==> src/include/crmc_consts.svh <==
// Constants of the rear-connector measurement control block.
// Assumes inclusion by bare name from design files.
`ifndef CRMC_CONSTS_SVH
`define CRMC_CONSTS_SVH

// Register byte offsets on the Avalon slave
`define CRMC_OFS_CTRL 4'h0
`define CRMC_OFS_AVG 4'h4
`define CRMC_OFS_STATUS 4'h8
`define CRMC_OFS_RESULT 4'hC

// Control register field positions
`define CRMC_CTRL_KIND_LSB 0
`define CRMC_CTRL_VARIANT 3
`define CRMC_CTRL_EXT_REF 4
`define CRMC_CTRL_REF_LSB 5
`define CRMC_CTRL_REAR_ARM 7
`define CRMC_CTRL_SRC_A 8
`define CRMC_CTRL_SRC_B 9
`define CRMC_CTRL_SHAPE_A 10
`define CRMC_CTRL_SHAPE_B 11
`define CRMC_CTRL_FRONT_ARM 12
`define CRMC_CTRL_RST_USED 13
`define CRMC_CTRL_RESET 32'h0000_1000
`define CRMC_AVG_RESET 2'h0

// Timing
`define CRMC_CLK_NS 10
`define CRMC_TICK_NS 1000
`define CRMC_TICK_CYC (`CRMC_TICK_NS / `CRMC_CLK_NS)
`define CRMC_PRESCALE_SHIFT 4

// Display
`define CRMC_DIGITS_V1 8
`define CRMC_DIGITS_V2 12
`define CRMC_ANN_V1 6
`define CRMC_ANN_V2 8
`define CRMC_LAMP_DIGIT 4'h8

`endif

==> src/include/crmc_pkg.sv <==
// Types shared by the measurement control block.
// Assumes nothing of its surroundings.
`default_nettype none
package crmc_pkg;
    typedef enum logic [2:0] {
        channel_one_frequency_mode = 3'h0,
        channel_one_interval_mode = 3'h1,
        two_channel_quotient_mode = 3'h2,
        channel_one_event_sum_mode = 3'h3,
        channel_two_frequency_mode = 3'h4
    } crmc_kind_e;

    typedef enum logic [3:0] {
        ST_HOLD = 4'b0001,
        ST_WAIT_ARM = 4'b0010,
        ST_MEASURE = 4'b0100,
        ST_LATCH = 4'b1000
    } crmc_state_e;

    typedef enum logic [1:0] {
        REF_1MHZ = 2'h0,
        REF_5MHZ = 2'h1,
        REF_10MHZ = 2'h2
    } crmc_ref_e;
endpackage
`default_nettype wire

==> src/include/crmc_pin_if.sv <==
// Synchronised rear and front pin levels passed from the synchroniser to the core.
// Assumes both ends run on the same clock.
`default_nettype none
interface crmc_pin_if;
    logic reset_n;
    logic arm_n;
    logic prescale_n;
    logic ext_ref;
    logic ch_a_front;
    logic ch_a_rear;
    logic ch_b_front;
    logic ch_b_rear;
    modport sync_side (output reset_n, arm_n, prescale_n, ext_ref, ch_a_front, ch_a_rear, ch_b_front, ch_b_rear);
    modport core_side (input reset_n, arm_n, prescale_n, ext_ref, ch_a_front, ch_a_rear, ch_b_front, ch_b_rear);
endinterface
`default_nettype wire

==> src/verilog/crmc_core.sv <==
// Rear-connector measurement control: timebase, arming, gate, routing, lamp test.
// Assumes an Avalon-MM master with waitrequest and asynchronous connector pins.
`default_nettype none
`include "crmc_consts.svh"
// Summary of operation
// - An external 1, 5 or 10 MHz reference replaces the internal timebase when it is selected.
// - A low prescale line multiplies the result by 16 in channel-one frequency, interval, quotient and event-sum modes, not in channel-two frequency mode.
// - A low reset line aborts the measurement in progress at once.
// - While reset is low the first variant shows eight with point on all eight digits and all six annunciators.
// - When reset returns high a fresh measurement starts with the current settings.
// - A low arming line withholds the start of a measurement until it returns high.
// - In the first variant a rear-routed arming line replaces the front panel arming control.
// - The gate output is low for the whole of each measurement and high otherwise.
// - Each channel takes its rear input when its source switch selects the rear path, else the front one.
// - Each channel's conditioned copy goes to the rear or the front output, never both.
// - While reset is low the second variant lights twelve eights with points, eight annunciators and the buttons.
// - In the second variant an unconnected reset line counts as high.
// - In the second variant rear and front arming combine so that either low inhibits measurement.
module crmc_core #(
    parameter int W = 32
) (
    input wire logic clk_i,
    input wire logic rst_i,
    input wire logic [3:0] avs_address_i,
    input wire logic avs_read_i,
    input wire logic avs_write_i,
    input wire logic [31:0] avs_writedata_i,
    output logic [31:0] avs_readdata_o,
    output logic avs_waitrequest_o,
    input wire logic reset_n_i,
    input wire logic arm_n_i,
    input wire logic prescale_n_i,
    input wire logic ext_ref_i,
    input wire logic ch_a_front_i,
    input wire logic ch_a_rear_i,
    input wire logic ch_b_front_i,
    input wire logic ch_b_rear_i,
    output logic gate_n_o,
    output logic shaped_a_rear_o,
    output logic shaped_a_front_o,
    output logic shaped_b_rear_o,
    output logic shaped_b_front_o,
    output logic [47:0] digit_o,
    output logic [11:0] point_o,
    output logic [7:0] annunciator_o,
    output logic button_lamp_o
);
    import crmc_pkg::*;

    crmc_pin_if pin_if ();

    crmc_sync u_sync (
        .clk_i(clk_i),
        .rst_i(rst_i),
        .pins_i({ch_b_rear_i, ch_b_front_i, ch_a_rear_i, ch_a_front_i, ext_ref_i, prescale_n_i, arm_n_i, reset_n_i}),
        .pin_if(pin_if.sync_side)
    );

    function automatic logic [W-1:0] gate_len(input logic [1:0] avg);
        case (avg)
            2'h0: gate_len = W'(10);
            2'h1: gate_len = W'(100);
            2'h2: gate_len = W'(1000);
            default: gate_len = W'(10000);
        endcase
    endfunction

    function automatic logic [3:0] ref_div(input logic [1:0] sel);
        case (sel)
            REF_5MHZ: ref_div = 4'h5;
            REF_10MHZ: ref_div = 4'hA;
            default: ref_div = 4'h1;
        endcase
    endfunction

    logic [31:0] ctrl;
    logic [1:0] avg;
    crmc_state_e state;
    crmc_kind_e kind;
    logic variant2;
    logic [W-1:0] tick_cnt;
    logic [W-1:0] evt_cnt;
    logic [W-1:0] result;
    logic [W-1:0] scaled;
    logic [6:0] int_div;
    logic [3:0] ext_div;
    logic ext_prev;
    logic a_prev;
    logic b_prev;
    logic interval_open;
    logic tick;
    logic sig_a;
    logic sig_b;
    logic a_rise;
    logic b_rise;
    logic reset_active;
    logic armed;
    logic gate_done;
    logic bus_req;
    logic bus_take;

    assign kind = crmc_kind_e'(ctrl[`CRMC_CTRL_KIND_LSB +: 3]);
    assign variant2 = ctrl[`CRMC_CTRL_VARIANT];

    assign sig_a = ctrl[`CRMC_CTRL_SRC_A] ? pin_if.ch_a_rear : pin_if.ch_a_front;
    assign sig_b = ctrl[`CRMC_CTRL_SRC_B] ? pin_if.ch_b_rear : pin_if.ch_b_front;
    assign a_rise = sig_a && !a_prev;
    assign b_rise = sig_b && !b_prev;

    // Second variant with nothing wired to the line behaves as if it were high
    assign reset_active = !pin_if.reset_n && !(variant2 && !ctrl[`CRMC_CTRL_RST_USED]);

    always_comb begin
        if (variant2) begin
            armed = pin_if.arm_n && ctrl[`CRMC_CTRL_FRONT_ARM];
        end else if (ctrl[`CRMC_CTRL_REAR_ARM]) begin
            armed = pin_if.arm_n;
        end else begin
            armed = ctrl[`CRMC_CTRL_FRONT_ARM];
        end
    end

    // Timebase: one tick per microsecond from either source
    always_ff @(posedge clk_i or posedge rst_i) begin
        if (rst_i) begin
            int_div <= 7'h00;
            ext_div <= 4'h0;
            ext_prev <= 1'b0;
            tick <= 1'b0;
        end else begin
            ext_prev <= pin_if.ext_ref;
            tick <= 1'b0;
            if (ctrl[`CRMC_CTRL_EXT_REF]) begin
                int_div <= 7'h00;
                if (pin_if.ext_ref && !ext_prev) begin
                    if (ext_div >= ref_div(ctrl[`CRMC_CTRL_REF_LSB +: 2]) - 4'h1) begin
                        ext_div <= 4'h0;
                        tick <= 1'b1;
                    end else begin
                        ext_div <= ext_div + 4'h1;
                    end
                end
            end else begin
                ext_div <= 4'h0;
                if (int_div == 7'(`CRMC_TICK_CYC - 1)) begin
                    int_div <= 7'h00;
                    tick <= 1'b1;
                end else begin
                    int_div <= int_div + 7'h01;
                end
            end
        end
    end

    always_comb begin
        case (kind)
            channel_one_interval_mode: gate_done = interval_open && a_rise;
            two_channel_quotient_mode: gate_done = (evt_cnt == gate_len(avg)) && a_rise;
            channel_one_event_sum_mode: gate_done = 1'b0;
            default: gate_done = tick && (tick_cnt == gate_len(avg) - W'(1));
        endcase
    end

    // Measurement sequence
    always_ff @(posedge clk_i or posedge rst_i) begin
        if (rst_i) begin
            state <= ST_HOLD;
            tick_cnt <= '0;
            evt_cnt <= '0;
            interval_open <= 1'b0;
            a_prev <= 1'b0;
            b_prev <= 1'b0;
            gate_n_o <= 1'b1;
            result <= '0;
        end else begin
            a_prev <= sig_a;
            b_prev <= sig_b;
            if (reset_active) begin
                state <= ST_HOLD;
                tick_cnt <= '0;
                evt_cnt <= '0;
                interval_open <= 1'b0;
                gate_n_o <= 1'b1;
            end else begin
                case (state)
                    ST_HOLD: begin
                        state <= ST_WAIT_ARM;
                    end
                    ST_WAIT_ARM: begin
                        tick_cnt <= '0;
                        evt_cnt <= '0;
                        interval_open <= 1'b0;
                        if (armed) begin
                            state <= ST_MEASURE;
                            gate_n_o <= 1'b0;
                        end
                    end
                    ST_MEASURE: begin
                        if (tick) begin
                            tick_cnt <= tick_cnt + W'(1);
                        end
                        case (kind)
                            channel_one_interval_mode: if (a_rise) interval_open <= 1'b1;
                            two_channel_quotient_mode: if (a_rise) evt_cnt <= evt_cnt + W'(1);
                            channel_two_frequency_mode: if (b_rise) evt_cnt <= evt_cnt + W'(1);
                            default: if (a_rise) evt_cnt <= evt_cnt + W'(1);
                        endcase
                        if (kind == channel_one_event_sum_mode) begin
                            result <= evt_cnt;
                        end
                        if (gate_done) begin
                            state <= ST_LATCH;
                            gate_n_o <= 1'b1;
                        end
                    end
                    ST_LATCH: begin
                        result <= (kind == channel_one_interval_mode) ? tick_cnt : evt_cnt;
                        state <= ST_WAIT_ARM;
                    end
                    default: begin
                        state <= ST_HOLD;
                    end
                endcase
            end
        end
    end

    crmc_scale #(.W(W)) u_scale (
        .raw_i(result),
        .kind_i(kind),
        .prescale_n_i(pin_if.prescale_n),
        .scaled_o(scaled)
    );

    // Shaped copies: one destination only, the other held low
    always_ff @(posedge clk_i or posedge rst_i) begin
        if (rst_i) begin
            shaped_a_rear_o <= 1'b0;
            shaped_a_front_o <= 1'b0;
            shaped_b_rear_o <= 1'b0;
            shaped_b_front_o <= 1'b0;
        end else begin
            shaped_a_rear_o <= ctrl[`CRMC_CTRL_SHAPE_A] && sig_a;
            shaped_a_front_o <= !ctrl[`CRMC_CTRL_SHAPE_A] && sig_a;
            shaped_b_rear_o <= ctrl[`CRMC_CTRL_SHAPE_B] && sig_b;
            shaped_b_front_o <= !ctrl[`CRMC_CTRL_SHAPE_B] && sig_b;
        end
    end

    // Display and lamp test
    always_ff @(posedge clk_i or posedge rst_i) begin
        if (rst_i) begin
            digit_o <= '0;
            point_o <= '0;
            annunciator_o <= '0;
            button_lamp_o <= 1'b0;
        end else if (reset_active) begin
            for (int i = 0; i < `CRMC_DIGITS_V2; i++) begin
                if (variant2 || i < `CRMC_DIGITS_V1) begin
                    digit_o[i*4 +: 4] <= `CRMC_LAMP_DIGIT;
                    point_o[i] <= 1'b1;
                end else begin
                    digit_o[i*4 +: 4] <= 4'h0;
                    point_o[i] <= 1'b0;
                end
            end
            annunciator_o <= variant2 ? 8'hFF : 8'h3F;
            button_lamp_o <= variant2;
        end else begin
            digit_o <= {16'h0000, 32'(scaled)};
            point_o <= '0;
            annunciator_o <= 8'h01 << kind;
            button_lamp_o <= 1'b0;
        end
    end

    // Avalon slave: one wait state, answer at the second edge of the request
    assign bus_req = avs_read_i || avs_write_i;
    assign bus_take = bus_req && !avs_waitrequest_o;

    always_ff @(posedge clk_i or posedge rst_i) begin
        if (rst_i) begin
            avs_waitrequest_o <= 1'b1;
            avs_readdata_o <= 32'h0000_0000;
        end else begin
            avs_waitrequest_o <= !(bus_req && avs_waitrequest_o);
            if (avs_read_i && avs_waitrequest_o) begin
                case (avs_address_i)
                    `CRMC_OFS_CTRL: avs_readdata_o <= {18'h0, ctrl[13:0]};
                    `CRMC_OFS_AVG: avs_readdata_o <= {30'h0, avg};
                    `CRMC_OFS_STATUS: avs_readdata_o <= {25'h0, pin_if.prescale_n, armed, reset_active, state};
                    `CRMC_OFS_RESULT: avs_readdata_o <= 32'(scaled);
                    default: avs_readdata_o <= 32'h0000_0000;
                endcase
            end
        end
    end

    always_ff @(posedge clk_i or posedge rst_i) begin
        if (rst_i) begin
            ctrl <= `CRMC_CTRL_RESET;
            avg <= `CRMC_AVG_RESET;
        end else if (bus_take && avs_write_i) begin
            if (avs_address_i == `CRMC_OFS_CTRL) begin
                ctrl <= {18'h0, avs_writedata_i[13:0]};
            end
            if (avs_address_i == `CRMC_OFS_AVG) begin
                avg <= avs_writedata_i[1:0];
            end
        end
    end
endmodule
`default_nettype wire

==> src/verilog/crmc_scale.sv <==
// Result scaling for an external divide-by-16 prescaler.
// Assumes a same-clock, already synchronised prescale level.
`default_nettype none
`include "crmc_consts.svh"
module crmc_scale #(
    parameter int W = 32
) (
    input wire logic [W-1:0] raw_i,
    input wire crmc_pkg::crmc_kind_e kind_i,
    input wire logic prescale_n_i,
    output logic [W-1:0] scaled_o
);
    import crmc_pkg::*;
    logic applies;

    always_comb begin
        case (kind_i)
            channel_one_frequency_mode,
            channel_one_interval_mode,
            two_channel_quotient_mode,
            channel_one_event_sum_mode: applies = 1'b1;
            default: applies = 1'b0;
        endcase
    end

    // Upper bits drop off; the counter width must leave room for the factor
    assign scaled_o = (applies && !prescale_n_i) ? (raw_i << `CRMC_PRESCALE_SHIFT) : raw_i;
endmodule
`default_nettype wire

==> src/verilog/crmc_sync.sv <==
// Two-stage synchroniser for every asynchronous pin of the block.
// Assumes pins are unrelated to clk_i; reset levels match the pins' idle levels.
`default_nettype none
module crmc_sync (
    input wire logic clk_i,
    input wire logic rst_i,
    input wire logic [7:0] pins_i,
    crmc_pin_if.sync_side pin_if
);
    // Idle levels: reset, arm and prescale lines rest high
    localparam logic [7:0] IDLE = 8'h07;
    logic [7:0] meta;
    logic [7:0] stable;

    always_ff @(posedge clk_i or posedge rst_i) begin
        if (rst_i) begin
            meta <= IDLE;
            stable <= IDLE;
        end else begin
            meta <= pins_i;
            stable <= meta;
        end
    end

    assign pin_if.reset_n = stable[0];
    assign pin_if.arm_n = stable[1];
    assign pin_if.prescale_n = stable[2];
    assign pin_if.ext_ref = stable[3];
    assign pin_if.ch_a_front = stable[4];
    assign pin_if.ch_a_rear = stable[5];
    assign pin_if.ch_b_front = stable[6];
    assign pin_if.ch_b_rear = stable[7];
endmodule
`default_nettype wire
==> config.mk <==
export PLATFORM = sky130hd
export DESIGN_NAME = crmc_core
export DESIGN_NICKNAME = d
export VERILOG_FILES = /design/src/include/crmc_pkg.sv /design/src/include/crmc_pin_if.sv /design/src/verilog/crmc_core.sv /design/src/verilog/crmc_scale.sv /design/src/verilog/crmc_sync.sv
export VERILOG_INCLUDE_DIRS = /design/src /design/src/include
export SDC_FILE = /design/constraint.sdc
export NUM_CORES = 1
export LEC_CHECK = 0
export BUFFER_PORTS_ARGS = -buffer_cell sky130_fd_sc_hd__buf_2
export CAP_MARGIN = 20
export CORE_AREA = 8 8 154 156
export DETAILED_ROUTE_END_ITERATION = 8
export DIE_AREA = 0 0 162 164
export HOLD_SLACK_MARGIN = 0.02
export PLACE_DENSITY = 0.78
export SLEW_MARGIN = 10
export SYNTH_ARGS = -nofsm -noshare
export SYNTH_HDL_FRONTEND = slang
export SYNTH_SLANG_ARGS = --single-unit
==> constraint.sdc <==
create_clock -name clk_i -period 19.7 [get_ports clk_i]
set_input_delay 1.97 -clock clk_i [delete_from_list [all_inputs] [get_ports clk_i]]
set_output_delay 1.97 -clock clk_i [all_outputs]
set_load 0.03 [all_outputs]
* Word level (Yosys, flattened, before mapping)
Cells that the tools add are included.
** Cells by class
- Div/mod/pow operators :: 0
- Magnitude comparators :: 1
- Bitwise operators :: 1
- Reductions and logical operators :: 46
- $mul :: 0
- Shifts and indexed selects :: 1
- Multiplexer cells :: 53
- Equal/unequal tests :: 28
- Add/sub/neg operators :: 6
** Operator list (count)
- two-way mux 32 bit :: 10
- case mux 32 bit (2 select lines) :: 4
- case mux 32 bit (4 select lines) :: 1
- adder 32 x 1 -> 32 bit, second input constant :: 2
- == test 32 bit :: 2
- two-way mux 48 bit :: 1
- case mux 14 bit (3 select lines) :: 1
- two-way mux 4 bit :: 9
- subtractor 32 x 1 -> 32 bit, second input constant :: 1
- logical AND 1 bit :: 18
- inequality test 3 bit, second input constant :: 6
- two-way mux 1 bit :: 17
- two-way mux 8 bit :: 2
- two-way mux 7 bit :: 2
- == test 4 bit, second input constant :: 3
- two-way mux 12 bit :: 1
- case mux 4 bit (3 select lines) :: 1
- logical NOT 1 bit :: 11
- AND reduction 3 bit :: 3
- == test 4 x 3 -> 1 bit, second input constant :: 2
- case mux 4 bit (2 select lines) :: 1
- AND reduction 2 bit :: 4
- << shifter 1 x 3 -> 8 bit, first input constant :: 1
- adder 7 x 1 -> 7 bit, second input constant :: 1
- other kinds (28) :: 32
** Word-level totals
- Memory bits (writable) :: 0
- Latch bits :: 0
- Word-level logic and storage cells :: 162
- Register bits :: 255
- Memories :: 0
- Output and inout port bits :: 107
- ROM bits :: 0

* Logic depth before layout (Yosys ltp)
- Depth in word-level cells :: 10
- Gate-level depth with buffers :: 9
- Gate-level depth less buffers :: 9

* Modules after synthesis
Synthesis repeated with hierarchy kept, for this count alone.
** Second synthesis, totals
- Cell total of the unflattened synthesis :: 1084
- Area, all modules :: 11033.1 µm²
** Modules (own cells, without submodules)
- crmc_core :: cells an instance 1031, instances 1, sequential area each 5310.1 µm², area each 10221.1 µm²
- crmc_sync :: cells an instance 17, instances 1, sequential area each 407.9 µm², area each 411.6 µm²
- crmc_scale :: cells an instance 36, instances 1, sequential area each 0.0 µm², area each 400.4 µm²

* Worst setup path before layout
Ideal clock, no wire load.
- Path type :: input to register
- Start :: input avs_address_i[2]
- End :: register ctrl[0]
- Path slack :: 16168 ps
- Cell stages on the path :: 5
- Buffers on the path :: 2
- Arrival time :: 3407 ps
- Cells stage by stage :: clkbuf_1 -> nor4_2 -> nand2_1 -> buf_1 -> mux2_2
** On the way
- Cells in the longest elaborated chain, start to end :: 2
** Ends and longest elaborated chain
- start: declaration :: line crmc_core.sv:24 : input wire logic [3:0] avs_address_i,
- logical NOT 4 bit
- AND reduction 2 bit (no source line)
- end signal: assignment :: line crmc_core.sv:301 : ctrl <= `CRMC_CTRL_RESET;
- end signal: assignment :: line crmc_core.sv:305 : ctrl <= {18'h0, avs_writedata_i[13:0]};
- end: declaration :: line crmc_core.sv:76 : logic [31:0] ctrl;
Every way passes these cells.
A chain may end at the register's enable or synchronous reset.

* Final worst setup path
- Start :: input avs_address_i[2]
- End :: register ctrl[3]
The elaborated chain is that of the path after synthesis.

==> metrics.md <==
| Metric | Value |
|---|---|
| Arrival time reported for the critical path endpoint | 3950 ps |
| Hold-fix buffers at CTS | 0 |
| Final net count | 1242 |
| Combinational power share | 0.173 |
| Chip Width | 162 um |
| Cell area after technology mapping | 11300 um2 |
| Residual overflow from global routing | 0 |
| Number of antenna-violating nets in the routed design | 0 |
| Overall track demand over capacity in global routing | 0.213 |
| Final count of negative-setup-slack endpoints | 0 |
| Area share of the largest cell type after synthesis | 0.482 |
| Max H-tree Level | 1 |
| Final Hold Vio Count | 0 |
| Initial drt markers | 905 |
| Number of ports placed on the die boundary | 155 |
| Clk network pwr share | 0.402 |
| Placed wire-length estimate after detailed placement | 19500 um |
| Path type of the worst setup path | in -> reg |
| Cell with the most instances after synthesis | sky130_fd_sc_hd__dfrtp_1 |
| Site row count | 54 |
| Clock latency at the later pin of the worst-skew pair | around 500 ps |
| Largest cells by area after synthesis | sky130_fd_sc_hd__dfrtp_1 48%, sky130_fd_sc_hd__mux2i_1 6.3%, sky130_fd_sc_hd__nor2_1 3.3%, sky130_fd_sc_hd__o31ai_1 3.2%, sky130_fd_sc_hd__a21oi_1 3.0% |
| Initial Utilization | 0.530 |
| Cell depth of the worst min-delay path | 0 |
| Maximum number of pins on one net before global-route repair | 155 |
| CTS sink cnt | 228 |
| Initial antenna violation count | 0 |
| IR Drop Worst-Case VDD | about 0.00005 V |
| Post CTS Setup Buffer Count | 0 |
| Number of warnings issued by yosys | 0 |
| Cell type with the highest aggregate area in the netlist | sky130_fd_sc_hd__dfrtp_1 |
| Ratio of cells with drive above 1 in the final layout | 0.229 |
| Detailed-route wire length per cell | approximately 20 um |
| Root buf cell | sky130_fd_sc_hd__clkbuf_16 |
| Most used flip-flop cell after synthesis | sky130_fd_sc_hd__dfrtp_1 |
| CTS-repair resized insts | 0 |
| Design internal power | 909 uW |
| Wire length reported by the detailed router | 28900 um |
| Post-Synthesis Mean Instance Area | about 10 um2 |
| Sw power | 377 uW |
| Number of global-route vias before repair | about 8500 |
| Pre-antenna DRT Iters | 5 |
| CP Max Fanout | 15 |
| Worst setup slack before clock tree synthesis | 15660 ps |
| Final core utilization | 0.603 |
| Total clock buffers created by CTS | 24 |
| Data required time at the worst endpoint | 20080 ps |
| Most instantiated cells after synthesis | 218 x sky130_fd_sc_hd__dfrtp_1, 100 x sky130_fd_sc_hd__nor2_1, 92 x sky130_fd_sc_hd__nand2_1 |
| Layout Area Growth over Synthesis | 13.7% |
| Buffers on Ports | 124 |
| Total number of vias | 8934 |
| Fraction of registers with async set or reset after synthesis | 1.00 |
| Slack of the critical path | 16130 ps |
| Leak | between 0.005 and 0.006 uW |
| Area of the placeable core | 21400 um2 |
| Sequential power share | 0.425 |
| Height of the die | around 160 um |
| EDFF count, synth | 0 |
| Final period util | 0.181 |
| Via/cell ratio | 6.04 |
| Area of combinational cells with multiple inputs | between 5000 and 6000 um2 |
| Fillers | 1739 |
| TritonCTS clock tree | done |
| Crit end category | flop |
| Number of unique standard cell types used by synthesis | about 70 |
| Power density relative to cell area | 99.8 nW/um2 |
| Least-Margin Pin Slew | 1110 ps |
| Count of unresolved DRC violations after routing | 0 |
| FF+latch area | 5720 um2 |
| Crit path time final | around 3600 ps |
| Maximum buffer depth of the clock tree | 3 |
| Critical Path Start Type | primary input |
| Clock transition time at the flip-flop clock pins of the worst setup and hold paths | 60 ps |
| Max-slew headroom | 0.257 |
| Run status | finished clean |
| Count of mapped cells out of synthesis | around 1100 |
| Sw Ratio | 0.293 |
| Unrepaired setup endpoints after global routing | no |
| Total design power | 1290 uW |
| Die area | 26600 um2 |
| Layout Skew | roughly 10 ps |
| Post-synthesis sequential area ratio | 0.505 |
| Global-route wire length before repair | approximately 46000 um |
| Max-slew violation total from the final report | 0 |
| Flop and latch count out of synthesis | 228 |
| Post-Route Setup TNS | 0 ps |
| Cells on worst reg2reg path | 4 |
| Maximum clock frequency | 0.280 GHz |
| Worst min-delay path category | reg -> reg |
| Routability congestion estimate from global placement | 0.875 |
| # Max-Cap Violations | 0 |
[power groups by stage]
| stage | registers [uW] | clock network [uW] | logic (uW) |
|---|---|---|---|
| 4_1_cts | 545 | 524 | 221 |
| 3_5_place_dp | 553 | 0 | 219 |
| 5_1_grt | 550 | 546 | 242 |
| 6_report | 546 | 517 | 223 |
| 3_3_place_gp | 551 | 0 | 214 |
| 2_1_floorplan | 560 | 0 | 155 |
[kinds of logic (layout without fill, tap and decap cells)]
kind of cell | Yosys count | after routing | share of synthesized area
flops | 228 | 228 | 0.505
fa+ha+maj | 15 | 15 | 0.0166
mux | 87 | 87 | 0.0787
xor+xnor | 23 | 23 | 0.0178
compound gates | 225 | 225 | 0.132
other cells | 1 | 13 | 0.000331
simple gates | 399 | 399 | 0.192
buf+inv | 119 | 208 | 0.0570
[flip-flops by register name, summed over array words and instances, names as in the netlist, 2 cells and up]
signal and count:
int_div 7, avg 2, state 4, u_sync.meta 8, point_o 2, digit_o 32, result 32, ctrl 14
annunciator_o 8, tick_cnt 32, avs_readdata_o 32, evt_cnt 32, u_sync.stable 8, ext_div 4
[through the flow]
step                hold slack (ps)  cell area [um2]  instances
detailed placement              336            11900       1430
global route                    359            12900       1477
CTS                             351            12800       1474
global placement                331            11900       1430
floorplan                       331            11400       1108
finish                          349            12900       1478
[per-layer routing]
layer,share of wire,vias up,global-route usage
met5,0,-,0
met4,0.024,0,0.0636
met3,0.079,56,0.0313
met2,0.48,389,0.345
met1,0.42,4416,0.294
li1,-,4073,-
[path summary, 6_finish.rpt]
check,startpoint,slack (ps),to
worst max-delay path,avs_address_i[2],16130,ctrl[3]$_DFFE_PP0P_
worst min-delay path,u_sync.meta[5]$_DFF_PP0_,350,u_sync.stable[5]$_DFF_PP0_
worst max register to register,ctrl[0]$_DFFE_PP0P_,16700,result[31]$_DFFE_PP0P_
worst min register to register,u_sync.meta[5]$_DFF_PP0_,350,u_sync.stable[5]$_DFF_PP0_
max in group asynchronous,rst_i,16460,avg[0]$_DFFE_PP0P_
min in group asynchronous,rst_i,1490,digit_o[31]$_DFF_PP0_
[layout by cell type, fill, tap and decap left out, types with 28 or more instances in the layout]
cell type                 count
sky130_fd_sc_hd__dfrtp_1    218
sky130_fd_sc_hd__buf_2      124
sky130_fd_sc_hd__nor2_1      98
sky130_fd_sc_hd__nand2_1     90
sky130_fd_sc_hd__mux2i_1     71
sky130_fd_sc_hd__a21oi_1     68
sky130_fd_sc_hd__o31ai_1     48
sky130_fd_sc_hd__o21ai_0     41
sky130_fd_sc_hd__nand3_1     33
sky130_fd_sc_hd__or4_1       33
sky130_fd_sc_hd__inv_1       28
sky130_fd_sc_hd__a21oi_2     28
[layout make-up]
cell class,instances,area share
flip-flops and latches,228,0.444
multi-input cells,761,0.390
repair buffers,134,0.0571
clock buffers,34,0.0559
well taps,280,0.0272
clock inverters,10,0.0160
inverters,30,0.00933
diodes,1,0.000194
[critical path, cell delays in order]
cell and delay (ps):
sky130_fd_sc_hd__buf_2 200, sky130_fd_sc_hd__nor4_2 720, sky130_fd_sc_hd__nand2_1 610, sky130_fd_sc_hd__mux2_2 440
Note: power is estimated with default switching activity, not from simulation.
